## src/ht_readout_map.svh

```systemverilog
// Offsets, field positions, reset values and timing counts of the sensor readout.
// Assumes the includer runs on the 25 MHz system clock.
`ifndef HT_READOUT_MAP_SVH
`define HT_READOUT_MAP_SVH

`define HT_BUS_ADDRESS 7'h44
`define HT_CLOCK_KHZ 25000
`define HT_CYCLES(us) (((us) * `HT_CLOCK_KHZ) / 1000)

// Times in microseconds
`define HT_WAKE_US 100
`define HT_CONV8_US 550
`define HT_CONV10_US 1310
`define HT_CONV12_US 4500
`define HT_CONV14_US 16900
`define HT_PROG_WINDOW_US 10000
`define HT_PROG_ENTRY_US 120

// Commands and non-volatile register addresses
`define HT_CMD_PROG_ENTER 8'ha0
`define HT_CMD_PROG_EXIT 8'h80
`define HT_REG_HUM_RES_RD 8'h06
`define HT_REG_TEMP_RES_RD 8'h11
`define HT_REG_ID_UPPER 8'h1e
`define HT_REG_ID_LOWER 8'h1f
`define HT_REG_HUM_RES_WR 8'h46
`define HT_REG_TEMP_RES_WR 8'h51

// Resolution field and reset values
`define HT_RES_MSB 11
`define HT_RES_LSB 10
`define HT_RES_RESET 16'h0c00
`define HT_STATUS_VALID 2'h0
`define HT_STATUS_STALE 2'h1

`endif

```

## src/ht_readout_pkg.sv

```systemverilog
// Types shared by the sensor readout block.
// Assumes ht_readout_map.svh is compiled alongside.
package ht_readout_pkg;

    typedef enum logic [2:0] {
        S_IDLE,
        S_ADDR,
        S_ADDR_ACK,
        S_WR_BYTE,
        S_WR_ACK,
        S_RD_BYTE,
        S_RD_ACK
    } phase_e;

    typedef struct packed {
        logic sclMeta;
        logic sclSync;
        logic sclPrev;
        logic sdaMeta;
        logic sdaSync;
        logic sdaPrev;
        phase_e phase;
        logic [7:0] shift;
        logic [3:0] bitCount;
        logic isRead;
        logic wrOpen;
        logic [1:0] byteIndex;
        logic [1:0] wrCount;
        logic [7:0] cmd;
        logic [7:0] dataHi;
        logic [7:0] dataLo;
        logic sdaDrive;
        logic measBusy;
        logic [23:0] measCount;
        logic [13:0] humidity;
        logic [13:0] temperature;
        logic fresh;
        logic [23:0] winCount;
        logic progPending;
        logic [11:0] progCount;
        logic progMode;
        logic [15:0] humRes;
        logic [15:0] tempRes;
        logic [15:0] readback;
    } state_s;

endpackage

```

## src/ht_readout.sv

```systemverilog
// Two-wire bus slave of the humidity and temperature sensor: measurement, result, NV registers.
// Assumes bus pins arrive asynchronously and the converter delivers samples on this clock.
//
// What this block does
// - A fetch is a read transfer; device acknowledges its address before result bytes.
// - Result bytes keep coming until the master NACKs and stops.
// - Bytes one and two carry humidity big-endian, status in the top two bits.
// - Bytes three and four carry temperature left-aligned; two low bits undefined.
// - Status 00 while the latest result has not been fetched.
// - Status 01 once fetched, and before the first measurement completes.
// - Programming mode entered only by A0 00 00 within the power-up window.
// - Programming-mode entry takes 120 us before registers are reachable.
// - Write 80 00 00 leaves programming mode.
// - Every non-volatile register is sixteen bits wide.
// - Resolution read at 06h/11h, written at 46h/51h.
// - Bits 11:10 pick 8/10/12/14 bits; both default to 14, independent.
// - Sensor identifier of 32 bits, upper at 1Eh and lower at 1Fh.
// - Address-only write transfer starts a measurement cycle.
// - Device answers only its fixed 7-bit address 44h.
// - Each finished cycle updates the result, then powers down.
`timescale 1ns/1ps
`default_nettype none

`include "ht_readout_map.svh"

module ht_readout #(
    parameter int unsigned WAKE_CYCLES = `HT_CYCLES(`HT_WAKE_US),
    parameter int unsigned CONV8_CYCLES = `HT_CYCLES(`HT_CONV8_US),
    parameter int unsigned CONV10_CYCLES = `HT_CYCLES(`HT_CONV10_US),
    parameter int unsigned CONV12_CYCLES = `HT_CYCLES(`HT_CONV12_US),
    parameter int unsigned CONV14_CYCLES = `HT_CYCLES(`HT_CONV14_US),
    parameter int unsigned WINDOW_CYCLES = `HT_CYCLES(`HT_PROG_WINDOW_US),
    parameter int FIFO_DEPTH = 8,
    // Arbitrary identifier value
    parameter logic [31:0] SENSOR_ID = 32'h1234_abcd,
    parameter logic [15:0] HUM_RES_INIT = `HT_RES_RESET,
    parameter logic [15:0] TEMP_RES_INIT = `HT_RES_RESET
) (
    input wire logic clock,
    input wire logic srst,
    input wire logic scl,
    input wire logic sdaIn,
    output logic sdaOut,
    output logic sdaOe,
    input wire logic sampleValid,
    output logic sampleReady,
    input wire logic [13:0] sampleHumidity,
    input wire logic [13:0] sampleTemperature,
    output logic measuring,
    output logic programmingMode
);
    import ht_readout_pkg::*;

    localparam int unsigned PROG_ENTRY_CYCLES = `HT_CYCLES(`HT_PROG_ENTRY_US);

    localparam state_s STATE_RESET = '{
        sclMeta: 1'b1, sclSync: 1'b1, sclPrev: 1'b1,
        sdaMeta: 1'b1, sdaSync: 1'b1, sdaPrev: 1'b1,
        phase: S_IDLE,
        humRes: HUM_RES_INIT,
        tempRes: TEMP_RES_INIT,
        default: '0
    };

    state_s r;
    state_s next_r;
    logic sclRise;
    logic sclFall;
    logic startCond;
    logic stopCond;
    logic fifoOutValid;
    logic fifoOutReady;
    logic [27:0] fifoOutData;
    logic measDone;
    logic [1:0] statusCode;
    logic fetchStart;

    // Conversion time of one quantity for a resolution code
    function automatic int unsigned convCycles(input logic [1:0] code);
        unique case (code)
            2'b00: convCycles = CONV8_CYCLES;
            2'b01: convCycles = CONV10_CYCLES;
            2'b10: convCycles = CONV12_CYCLES;
            2'b11: convCycles = CONV14_CYCLES;
        endcase
    endfunction

    // Whole cycle: wake-up plus both conversions
    function automatic logic [23:0] measCycles(input logic [15:0] hRes, input logic [15:0] tRes);
        measCycles = 24'(WAKE_CYCLES + convCycles(hRes[`HT_RES_MSB:`HT_RES_LSB])
            + convCycles(tRes[`HT_RES_MSB:`HT_RES_LSB]));
    endfunction

    // Byte of a read transfer at a given position
    function automatic logic [7:0] txByte(input state_s s, input logic [1:0] idx,
                                          input logic [1:0] status);
        if (s.progMode) begin
            txByte = idx[0] ? s.readback[7:0] : s.readback[15:8];
        end else begin
            unique case (idx)
                2'd0: txByte = {status, s.humidity[13:8]};
                2'd1: txByte = s.humidity[7:0];
                2'd2: txByte = s.temperature[13:6];
                2'd3: txByte = {s.temperature[5:0], 2'b00};
            endcase
        end
    endfunction

    ht_sample_fifo #(
        .WIDTH(28),
        .DEPTH(FIFO_DEPTH)
    ) u_fifo (
        .clock(clock),
        .srst(srst),
        .inValid(sampleValid),
        .inReady(sampleReady),
        .inData({sampleHumidity, sampleTemperature}),
        .outValid(fifoOutValid),
        .outReady(fifoOutReady),
        .outData(fifoOutData)
    );

    assign sclRise = r.sclSync && !r.sclPrev;
    assign sclFall = !r.sclSync && r.sclPrev;
    assign startCond = r.sclSync && r.sclPrev && r.sdaPrev && !r.sdaSync;
    assign stopCond = r.sclSync && r.sclPrev && !r.sdaPrev && r.sdaSync;
    // Converter is drained only when a cycle ends, so the FIFO can fill and stall it
    assign fifoOutReady = r.measBusy && (r.measCount == '0);
    assign measDone = fifoOutReady && fifoOutValid;
    assign statusCode = r.fresh ? `HT_STATUS_VALID : `HT_STATUS_STALE;
    assign fetchStart = (r.phase == S_ADDR_ACK) && sclFall && r.isRead && !r.progMode;
    assign sdaOut = 1'b0;
    assign sdaOe = r.sdaDrive;
    assign measuring = r.measBusy;
    assign programmingMode = r.progMode;

    always_comb begin
        logic [7:0] nextByte;
        next_r = r;
        nextByte = txByte(r, r.byteIndex, statusCode);
        next_r.sclMeta = scl;
        next_r.sclSync = r.sclMeta;
        next_r.sclPrev = r.sclSync;
        next_r.sdaMeta = sdaIn;
        next_r.sdaSync = r.sdaMeta;
        next_r.sdaPrev = r.sdaSync;
        if (r.winCount != 24'(WINDOW_CYCLES)) begin
            next_r.winCount = r.winCount + 24'd1;
        end
        if (r.progPending) begin
            if (r.progCount == 12'(PROG_ENTRY_CYCLES - 1)) begin
                next_r.progPending = 1'b0;
                next_r.progMode = 1'b1;
            end else begin
                next_r.progCount = r.progCount + 12'd1;
            end
        end
        if (startCond || stopCond) begin
            // A finished write transfer is acted on at its stop or repeated start
            if (r.wrOpen) begin
                if (r.wrCount == 2'd0) begin
                    if (!r.progMode && !r.progPending && !r.measBusy) begin
                        next_r.measBusy = 1'b1;
                        next_r.measCount = measCycles(r.humRes, r.tempRes);
                    end
                end else if (r.wrCount == 2'd3 && r.dataHi == 8'h00 && r.dataLo == 8'h00
                             && r.cmd == `HT_CMD_PROG_ENTER) begin
                    if (r.winCount != 24'(WINDOW_CYCLES) && !r.progMode) begin
                        next_r.progPending = 1'b1;
                        next_r.progCount = '0;
                    end
                end else if (r.wrCount == 2'd3 && r.progMode) begin
                    unique case (r.cmd)
                        `HT_CMD_PROG_EXIT: begin
                            if (r.dataHi == 8'h00 && r.dataLo == 8'h00) begin
                                next_r.progMode = 1'b0;
                            end
                        end
                        `HT_REG_HUM_RES_WR: next_r.humRes = {r.dataHi, r.dataLo};
                        `HT_REG_TEMP_RES_WR: next_r.tempRes = {r.dataHi, r.dataLo};
                        `HT_REG_HUM_RES_RD: next_r.readback = r.humRes;
                        `HT_REG_TEMP_RES_RD: next_r.readback = r.tempRes;
                        `HT_REG_ID_UPPER: next_r.readback = SENSOR_ID[31:16];
                        `HT_REG_ID_LOWER: next_r.readback = SENSOR_ID[15:0];
                        default: next_r.readback = '0;
                    endcase
                end
            end
            next_r.wrOpen = 1'b0;
            next_r.sdaDrive = 1'b0;
            next_r.bitCount = '0;
            next_r.phase = startCond ? S_ADDR : S_IDLE;
        end else begin
            unique case (r.phase)
                S_IDLE: begin
                end
                S_ADDR, S_WR_BYTE: begin
                    if (sclRise && r.bitCount != 4'd8) begin
                        next_r.shift = {r.shift[6:0], r.sdaSync};
                        next_r.bitCount = r.bitCount + 4'd1;
                    end else if (sclFall && r.bitCount == 4'd8) begin
                        if (r.phase == S_WR_BYTE) begin
                            unique case (r.wrCount)
                                2'd0: next_r.cmd = r.shift;
                                2'd1: next_r.dataHi = r.shift;
                                2'd2: next_r.dataLo = r.shift;
                                2'd3: begin
                                end
                            endcase
                            if (r.wrCount != 2'd3) begin
                                next_r.wrCount = r.wrCount + 2'd1;
                            end
                            next_r.sdaDrive = 1'b1;
                            next_r.phase = S_WR_ACK;
                        end else if (r.shift[7:1] == `HT_BUS_ADDRESS) begin
                            next_r.isRead = r.shift[0];
                            next_r.sdaDrive = 1'b1;
                            next_r.wrCount = '0;
                            next_r.byteIndex = '0;
                            next_r.phase = S_ADDR_ACK;
                        end else begin
                            next_r.phase = S_IDLE;
                        end
                    end
                end
                S_ADDR_ACK, S_WR_ACK: begin
                    if (sclFall) begin
                        if (r.phase == S_ADDR_ACK && r.isRead) begin
                            next_r.shift = nextByte;
                            next_r.sdaDrive = !nextByte[7];
                            next_r.bitCount = 4'd1;
                            next_r.byteIndex = r.byteIndex + 2'd1;
                            next_r.phase = S_RD_BYTE;
                            if (!r.progMode) begin
                                next_r.fresh = 1'b0;
                            end
                        end else begin
                            next_r.wrOpen = 1'b1;
                            next_r.sdaDrive = 1'b0;
                            next_r.bitCount = '0;
                            next_r.phase = S_WR_BYTE;
                        end
                    end
                end
                S_RD_BYTE: begin
                    if (sclFall) begin
                        if (r.bitCount == 4'd8) begin
                            next_r.sdaDrive = 1'b0;
                            next_r.phase = S_RD_ACK;
                        end else begin
                            next_r.shift = {r.shift[6:0], 1'b0};
                            next_r.sdaDrive = !r.shift[6];
                            next_r.bitCount = r.bitCount + 4'd1;
                        end
                    end
                end
                S_RD_ACK: begin
                    // bitCount of zero marks an acknowledged byte awaiting the next
                    if (sclRise) begin
                        if (r.sdaSync) begin
                            next_r.phase = S_IDLE;
                        end else begin
                            next_r.bitCount = '0;
                        end
                    end else if (sclFall && r.bitCount == 4'd0) begin
                        next_r.shift = nextByte;
                        next_r.sdaDrive = !nextByte[7];
                        next_r.bitCount = 4'd1;
                        next_r.byteIndex = r.byteIndex + 2'd1;
                        next_r.phase = S_RD_BYTE;
                    end
                end
            endcase
        end
        // Placed last: a finishing cycle beats a fetch in the same clock
        if (r.measBusy) begin
            if (r.measCount != '0) begin
                next_r.measCount = r.measCount - 24'd1;
            end else if (fifoOutValid) begin
                next_r.humidity = fifoOutData[27:14];
                next_r.temperature = fifoOutData[13:0];
                next_r.fresh = 1'b1;
                next_r.measBusy = 1'b0;
            end
        end
    end

    always_ff @(posedge clock) begin
        if (srst) begin
            r <= STATE_RESET;
        end else begin
            r <= next_r;
        end
    end
endmodule // ht_readout

`default_nettype wire

```

## src/ht_sample_fifo.sv

```systemverilog
// Sample FIFO between the converter and the result register.
// Assumes both sides run on the same clock; synchronous active-high reset.
`timescale 1ns/1ps
`default_nettype none

module ht_sample_fifo #(
    parameter int WIDTH = 28,
    parameter int DEPTH = 8
) (
    input wire logic clock,
    input wire logic srst,
    input wire logic inValid,
    output logic inReady,
    input wire logic [WIDTH-1:0] inData,
    output logic outValid,
    input wire logic outReady,
    output logic [WIDTH-1:0] outData
);
    localparam int PW = $clog2(DEPTH);

    typedef struct packed {
        logic [PW-1:0] wrPtr;
        logic [PW-1:0] rdPtr;
        logic [PW:0] count;
    } fifo_s;

    fifo_s r;
    fifo_s next_r;
    logic [WIDTH-1:0] mem [DEPTH];
    logic push;
    logic pop;

    assign inReady = (r.count != (PW+1)'(DEPTH));
    assign outValid = (r.count != '0);
    assign outData = mem[r.rdPtr];
    assign push = inValid && inReady;
    assign pop = outValid && outReady;

    always_comb begin
        next_r = r;
        if (push) begin
            next_r.wrPtr = (r.wrPtr == PW'(DEPTH - 1)) ? '0 : r.wrPtr + 1'b1;
        end
        if (pop) begin
            next_r.rdPtr = (r.rdPtr == PW'(DEPTH - 1)) ? '0 : r.rdPtr + 1'b1;
        end
        if (push && !pop) begin
            next_r.count = r.count + 1'b1;
        end else if (pop && !push) begin
            next_r.count = r.count - 1'b1;
        end
    end

    always_ff @(posedge clock) begin
        if (srst) begin
            r <= '0;
        end else begin
            r <= next_r;
        end
    end

    // Storage needs no reset; only the pointers and count define what is valid
    always_ff @(posedge clock) begin
        if (push) begin
            mem[r.wrPtr] <= inData;
        end
    end

endmodule // ht_sample_fifo

`default_nettype wire

```

## config.mk

```make
export PLATFORM = sky130hd
export DESIGN_NAME = ht_readout
export DESIGN_NICKNAME = d
export VERILOG_FILES = /design/src/ht_readout_pkg.sv /design/src/ht_readout.sv /design/src/ht_sample_fifo.sv
export VERILOG_INCLUDE_DIRS = /design/src
export SDC_FILE = /design/constraint.sdc
export NUM_CORES = 1
export LEC_CHECK = 0
export BUFFER_PORTS_ARGS = -buffer_cell sky130_fd_sc_hd__buf_2
export CORE_UTILIZATION = 55
export DETAILED_ROUTE_END_ITERATION = 8
export GPL_TIMING_DRIVEN = 0
export PLACE_DENSITY_LB_ADDON = 0.1
export SYNTH_ARGS = -nofsm -noshare
export SYNTH_HDL_FRONTEND = slang
export SYNTH_SLANG_ARGS = --single-unit
```

## constraint.sdc

```tcl
create_clock -name clock -period 5.4 [get_ports clock]
set_input_delay 0.54 -clock clock [delete_from_list [all_inputs] [get_ports clock]]
set_output_delay 0.54 -clock clock [all_outputs]
set_load 0.02 [all_outputs]
```

==> results of run 1 <==
[cell usage in the layout (no fill, tap or decap), types with 12 or more instances in the layout]
cell,synthesis,final
a211oi_1,63,63
a21oi_1,74,74
a221oi_1,17,17
a22oi_1,12,12
a31oi_1,12,12
buf_2,6,42
buf_4,1,13
buf_6,0,14
clkbuf_1,67,79
clkbuf_16,0,45
dfxtp_1,205,205
edfxtp_1,224,224
ha_1,42,42
inv_1,48,48
mux2i_1,69,69
mux4_2,56,56
nand2_1,95,95
nand3_1,57,57
nand4_1,15,15
nor2_1,192,191
nor3_1,28,26
nor4_1,17,16
o21ai_0,28,28
xnor2_1,28,28
xor2_1,26,26
[flip-flops by register name (all words and copies together), names as in the netlist, named ones only]
register         cells
measuring            1
next_r               4
programmingMode      1
r                  185
sdaOe                1
u_fifo.mem         224
u_fifo.r            10
[cell families after synthesis]
group                    count (synthesis)  share of synthesized area [%]
buffers and inverters                  130                           2.67
adder cells (fa/ha/maj)                 44                           2.97
AND/OR/NAND/NOR                        498                           12.8
other                                    1                         0.0201
XOR/XNOR                                54                           2.53
multiplexers                           136                           11.1
AO/OA/AOI/OAI                          269                           9.87
flip-flops                             429                           58.0
[worst max-delay path, stage by stage (launching register included)]
cell	delay, ns
dfxtp_1	0.35
nor4_1	0.60
nand3_1	0.46
or3_4	0.55
nor3_4	0.36
inv_2	0.13
ha_1	0.24
inv_1	0.13
ha_1	0.25
a21o_1	0.19
a21oi_1	0.18
xnor2_1	0.10
or3_1	0.31
a21oi_1	0.15
[worst max-delay path by stage]
stage | start | slack [ns] | to
after floorplan | u_fifo.r[0] | 1.01 | u_fifo.mem[4][0]
after global placement | sampleValid | -2.01 | u_fifo.mem[2][24]
after detailed placement | r[128] | 1.38 | u_fifo.r[3]
after CTS | r[128] | 1.38 | u_fifo.r[3]
after global routing | r[128] | 1.17 | u_fifo.r[3]
final | r[128] | 1.34 | u_fifo.r[3]
[per-layer routing]
| metal | up-vias | wire length, um | GRT usage, % | share of wire [%] |
|---|---|---|---|---|
| met2 | 394 | 21000 | 43.3 | 48 |
| met4 | 2 | 1210 | 8.20 | 2.7 |
| met3 | 89 | 2320 | 3.64 | 5.3 |
| met5 | - | 8 | 0 | 0.018 |
| met1 | 6248 | 19500 | 35.6 | 44 |
| li1 | 6098 | - | - | - |
[metrics by stage]
stage	area, um^2	power (mW)	utilization (%)	worst slack, ns
after detailed placement	19700	3.91	59.0	1.38
after CTS	21200	6.94	63.3	1.38
after global placement	19400	3.88	58.1	-2.01
after global routing	21200	7.08	63.3	1.17
after floorplan	18700	3.77	-	1.01
final	21200	6.88	63.3	1.34
[cells in the mapped netlist, types with 12 or more instances]
cell / instances / area [um^2]
mux4_2: 56 / 1260
o21ai_0: 28 / 140
nand3_1: 57 / 285
nor4_1: 17 / 106
nand2_1: 95 / 357
a221oi_1: 17 / 149
nor3_1: 28 / 140
xor2_1: 26 / 228
clkbuf_1: 67 / 251
a21oi_1: 74 / 370
mux2i_1: 69 / 691
a31oi_1: 12 / 75.1
edfxtp_1: 224 / 6730
a211oi_1: 63 / 473
ha_1: 42 / 526
xnor2_1: 28 / 245
nand4_1: 15 / 93.8
dfxtp_1: 205 / 4100
a22oi_1: 12 / 90.1
inv_1: 48 / 180
nor2_1: 192 / 721
[final cells by class]
| cell class | count | area (um^2) | area share, % |
|---|---|---|---|
| Multi-Input combinational cell | 1002 | 7390 | 34.9 |
| Timing Repair Buffer | 63 | 448 | 2.11 |
| Tap cell | 448 | 561 | 2.65 |
| Clock buffer | 59 | 1200 | 5.66 |
| Buffer | 81 | 315 | 1.49 |
| Clock inverter | 18 | 248 | 1.17 |
| Inverter | 49 | 184 | 0.868 |
| Sequential cell | 429 | 10800 | 51.1 |
[report_power, final]
part | internal [mW] | total (mW) | switching (mW) | leakage [nW]
Sequential | 3.51 | 3.54 | 0.0323 | 3.69
Combinational | 0.109 | 0.291 | 0.182 | 2.90
Clock | 1.80 | 3.05 | 1.24 | 0.700
==> key figures, run 1 <==
Outcome
  – Status: complete, no violations

Clock tree
  – Setup Buffers After CTS: 0
  – CTS H-tree lvls: 2
  – Clock-pin slew on the worst setup and hold paths: about 0.060 ns
  – Clock Sinks: roughly 430
  – Num CTS Buffers: 45
  – Post-cts resize count: 0
  – CTS tree: yes
  – Clock Latency Late Sink: around 0.56 ns
  – Clk root buf: clkbuf_16
  – Hold Buf Count CTS: 0
  – Clock buffer depth: 3

Global routing
  – Pin count of the biggest net entering global routing: 26
  – Vias in the first global route: approximately 12k
  – Initial antenna violation count: 1
  – First-pass GRT wire length: between 60 and 70 mm
  – Total track usage: between 20% and 30%
  – Total grt overflow: 0

STA
  – Clock skew: between 0.02 and 0.025 ns
  – Final Cycle Share: around 75%
  – Count of final max-slew check failures: 0
  – Rel. slew slack: 27.6%
  – Fmax: 0.246 GHz
  – Sum Neg Setup Slack: 0 ns
  – Worst hold slack: roughly 0.18 ns
  – Hold Fails Final Rpt: 0
  – Least-Margin Pin Slew: about 1.1 ns
  – # setup viols final: 0
  – Final Critical Period: 4.06 ns
  – Unrepaired setup endpoints after global routing: no

Critical path
  – Required time of the critical path: approximately 5.9 ns
  – Critical R2R Launch: r[128]
  – Worst Setup End Kind: flip-flop
  – Worst R2R Path Depth: 13
  – Kind of critical path: flip-flop to flip-flop
  – R2r setup slk: 1.34 ns
  – Crit path DAT: 4.54 ns
  – Reg2reg end: u_fifo.r[3]
  – Crit start category: flip-flop
  – Top fanout value on the critical path: 10

Min path
  – Min-Delay Endpoint: next_r[187]
  – Worst Hold Depth: 2
  – Hold_sp: sdaIn
  – Hold Path Class: primary input to flip-flop

Yosys
  – Post-synth EDFFs: 224
  – Post-Synthesis Cells: 1561
  – Sequential fraction of the synthesis area: around 58%
  – Synthesis-stage register bit count: 429
  – Synth Area per Inst: ~12 um^2
  – Mapped cell area: between 0.015 and 0.02 mm^2
  – Yosys Warn Count: 0
  – Post-synthesis cell type count: 75
  – Post-synth net total: ~1.6k
  – Primary FF master, synth: edfxtp_1
  – Async S/R FF share, synth: 0%

Placed design
  – Post-DP HPWL: roughly 31 mm
  – Dpl cells: just over 2k
  – IO buf count: 36
  – GP Congestion: roughly 0.92

Power
  – Leakage power: between 7 and 8 nW
  – Power density over cell area: 325 mW/mm^2
  – VDD IR max: around 320 uV

Drt
  – Drt total wl: around 44 mm
  – Vias: approximately 13k
  – DRC viols: 0
  – Via density: between 5 and 6
  – Drt first-iter violations: 918
  – Drt pass-1 iters: 5
  – DRT antenna net count: 0
  – Post-DR wirelength/cell: 20.5 um

Die
  – # IOs: 38
  – Die Width: between 150 and 200 um
  – Core area: approximately 0.033 mm^2
  – Die Height: roughly 190 um
  – Starting Density: approximately 56%
  – DIE AREA: around 0.035 mm^2
  – Rows: 67

Flow run
  – Max-Cap Viols: 0

Finish
  – Share of post-route cells with drive strength above 1: 13.5%
  – P&R area growth vs syn: 13.4%
  – # fillers: approximately 2.6k
  – NumNets Final: about 1.7k
  – Non-filler cells, final: between 2k and 2.5k
  – Number of diodes: 0
Power figures use the tool's default switching activity.
==> inputs of run 2 (changes only) <==
Clock period 5.4 ns to 3.7 ns, I/O delays scaled along.
==> run 2 against run 1 <==
  * Clock skew increased by 0.0040 ns
  * Critical path depth is the same
  * First-iteration DRC count is 7.8% higher
  * Setup slack got worse by 1.2 ns
  * Total power increased by 44%
  * Combinational power increased by 44%
  * Sequential share of layout area hardly changed
  * Wire length decreased by 1.6%
  * Clock-buffer cell count is 6 higher
  * Core utilization is essentially flat
  * Register-to-register slack lost 1.2 ns
  * Via count down 0.43%
  * Largest power group unchanged
==> key figures, run 2 (synthesis gave the netlist of run 1 again) <==
Outcome
  – Status: complete, no violations (unchanged)

STA
  – Unrepaired setup endpoints after global routing: no (unchanged)
  – Count of final max-slew check failures: 0 (unchanged)
  – # setup viols final: 0 (unchanged)
  – Worst hold slack: 0.0453 ns (was 0.183 ns)
  – Clock skew: 0.0251 ns (was 0.0211 ns)
  – Least-Margin Pin Slew: 1.06 ns (was 1.09 ns)
  – Final Critical Period: 3.53 ns (was 4.06 ns)
  – Final Cycle Share: 95.4% (was 75.2%)
  – Rel. slew slack: 28.9% (was 27.6%)
  – Hold Fails Final Rpt: 0 (unchanged)
  – Fmax: 0.283 GHz (was 0.246 GHz)

Power
  – NetSw: 2.14 mW (was 1.46 mW)
  – Sw frac: 21.5% (was 21.2%)
  – Combinational power share: 4.2% (about the same)
  – Power density over cell area: 468 mW/mm^2 (was 325 mW/mm^2)
  – VDD IR max: 407 uV (was 317 uV)
  – P_int: 7.79 mW (was 5.42 mW)
  – Clock share of power: 43.7% (was 44.3%)
  – Leakage power: 7.26 nW (was 7.28 nW)
  – Register share of total power: 52.1% (was 51.5%)

Finish
  – Multi-input combinational cell area: 0.00744 mm^2 (was 0.00739 mm^2)
  – Post-Layout Inst Area: 0.0212 mm^2 (about the same)
  – Commonest non-fill, non-tap cell in the layout: edfxtp_1 (unchanged)
  – Commonest non-fill, non-tap cells in the layout: edfxtp_1 (224), dfxtp_1 (205), nor2_1 (191), nand2_1 (95), clkbuf_1 (81) (was edfxtp_1 (224), dfxtp_1 (205), nor2_1 (191), nand2_1 (95), clkbuf_1 (79))
  – Storage cell area: 0.0108 mm^2 (unchanged)
  – Share of post-route cells with drive strength above 1: 13.3% (was 13.5%)
  – NumNets Final: 1743 (was 1747)
  – Non-filler cells, final: 2146 (was 2149)
  – Largest Register: u_fifo.mem (unchanged)
  – Largest regs: u_fifo.mem x224, r x185, u_fifo.r x10 (unchanged)
  – Max reg flops: 224 (unchanged)
  – # fillers: 2636 (was 2603)
  – P&R area growth vs syn: 13.4% (about the same)
  – Core Util, Final: 63.3% (about the same)

Critical path
  – Crit start category: flip-flop (unchanged)
  – Worst Setup End Kind: flip-flop (unchanged)
  – Top fanout value on the critical path: 8 (was 10)
  – Required time of the critical path: 4.20 ns (was 5.88 ns)
  – CP startpoint: r[121] (was r[128])
  – Crit path DAT: 4.03 ns (was 4.54 ns)
  – Kind of critical path: flip-flop to flip-flop (unchanged)
  – R2r setup slk: 0.17 ns (was 1.34 ns)
  – Worst R2R Path Depth: 13 (unchanged)
  – Reg2reg end: u_fifo.r[3] (unchanged)
  – Crit path capture: u_fifo.r[3] (unchanged)
  – Critical R2R Launch: r[121] (was r[128])

Drt
  – Vias: 12.8k (about the same)
  – Drt pass-1 iters: 5 (unchanged)
  – Via density: 5.95 (was 5.97)
  – Drt first-iter violations: 990 (was 918)
  – DRT antenna net count: 0 (unchanged)
  – DRC viols: 0 (unchanged)
  – Post-DR wirelength/cell: 20.2 um (was 20.5 um)
  – Drt total wl: 43.3 mm (was 44.0 mm)

Clock tree
  – Clk root buf: clkbuf_16 (unchanged)
  – Clock Latency Late Sink: 0.59 ns (was 0.56 ns)
  – Clock buffer depth: 3 (unchanged)
  – Num CTS Buffers: 45 (unchanged)
  – Clock-pin slew on the worst setup and hold paths: 0.06 ns (about the same)
  – Clock Sinks: 429 (unchanged)
  – CTS tree: yes (unchanged)
  – CTS H-tree lvls: 2 (unchanged)

Global routing
  – Initial antenna violation count: 1 (unchanged)
  – Total track usage: 26.0% (was 26.1%)
  – Vias in the first global route: 12.7k (was 12.4k)
  – Pin count of the biggest net entering global routing: 20 (was 26)
  – First-pass GRT wire length: 68.5 mm (was 68.7 mm)
  – Total grt overflow: 0 (unchanged)

Die
  – Die Width: 186 um (unchanged)
  – Die Height: 186 um (unchanged)
  – Rows: 67 (unchanged)
  – Core area: 0.0334 mm^2 (unchanged)
  – # IOs: 38 (unchanged)
  – DIE AREA: 0.0347 mm^2 (unchanged)
  – Starting Density: 55.8% (unchanged)

Flow run
  – Max-Cap Viols: 0 (unchanged)

Min path
  – Hold Path Class: primary input to flip-flop (unchanged)

Placed design
  – DP Area: 0.0197 mm^2 (about the same)
  – Post-DP HPWL: 30.1 mm (was 30.8 mm)
  – GP Congestion: 0.910 (was 0.925)
  – IO buf count: 36 (unchanged)
  – Dpl cells: 2064 (was 2072)
==> run 2: worst min path at each step <==
stage	startpoint	endpoint	slack (ns)	cells after the start
6_report	sampleTemperature[10]	u_fifo.mem[4][10]	0.05	1
5_1_grt	sampleHumidity[8]	u_fifo.mem[3][22]	0.04	1
4_1_cts	sampleTemperature[9]	u_fifo.mem[0][9]	0.02	1
3_5_place_dp	next_r[187]	next_r[186]	0.40	1
3_3_place_gp	next_r[187]	next_r[186]	0.40	1
2_1_floorplan	next_r[187]	next_r[186]	0.39	1
==> run 2: layout make-up <==
cell class,count,area share [%]
Buffer,81,1.49
Tap cell,448,2.65
Timing Repair Buffer,59,2.09
Antenna cell,1,0.0118
Sequential cell,429,51.1
Multi-Input combinational cell,1002,35.1
Inverter,49,0.868
Clock inverter,12,0.691
Clock buffer,65,5.95
==> run 2: routing by layer <==
layer / vias to the layer above / part of all wire [%] / GRT usage (%)
met5: - / 0.028 / 0
met4: 2 / 2.9 / 9.74
met3: 79 / 5.1 / 4.05
met2: 339 / 48 / 43.0
met1: 6294 / 44 / 34.7
li1: 6062 / - / -
==> run 2: power by group through the flow <==
stage / registers, mW / logic (mW) / clock network, mW
after detailed placement: 5.27 / 0.420 / 0
final: 5.17 / 0.420 / 4.33
after global placement: 5.27 / 0.381 / 0
after global routing: 5.18 / 0.465 / 4.59
after CTS: 5.17 / 0.423 / 4.42
after floorplan: 5.26 / 0.239 / 0
==> run 2: critical path, cell delays in order, from the launching register on <==
cell and delay, ns:
dfxtp_1 0.37, or4_4 0.55, or4_4 0.46, or3_4 0.38, nor3_4 0.21, inv_2 0.06
ha_1 0.23, inv_2 0.09, ha_1 0.23, a21o_1 0.19, a21oi_2 0.15, xnor2_1 0.08
or3_1 0.31, a21oi_1 0.14
==> run 2: repair_timing <==
item | in CTS | in global routing
buffers inserted | 1 | 1
pin swaps | 1 | 0
resized for setup | 2 | 3
endpoints found under the setup margin | 1 | 1
hold buffers | 2 | 0
endpoints found under the hold margin | 2 | 0
==> run 2: stage by stage <==
| step | worst slack (ns) | setup TNS (ns) | power (mW) |
|---|---|---|---|
| 6_report | 0.169 | 0 | 9.92 |
| 5_1_grt | 0.0211 | 0 | 10.2 |
| 4_1_cts | 0.0214 | 0 | 10.0 |
| 3_5_place_dp | -0.376 | -0.376 | 5.69 |
| 3_3_place_gp | -2.07 | -273.01 | 5.65 |
| 2_1_floorplan | -0.0308 | -1.24 | 5.50 |
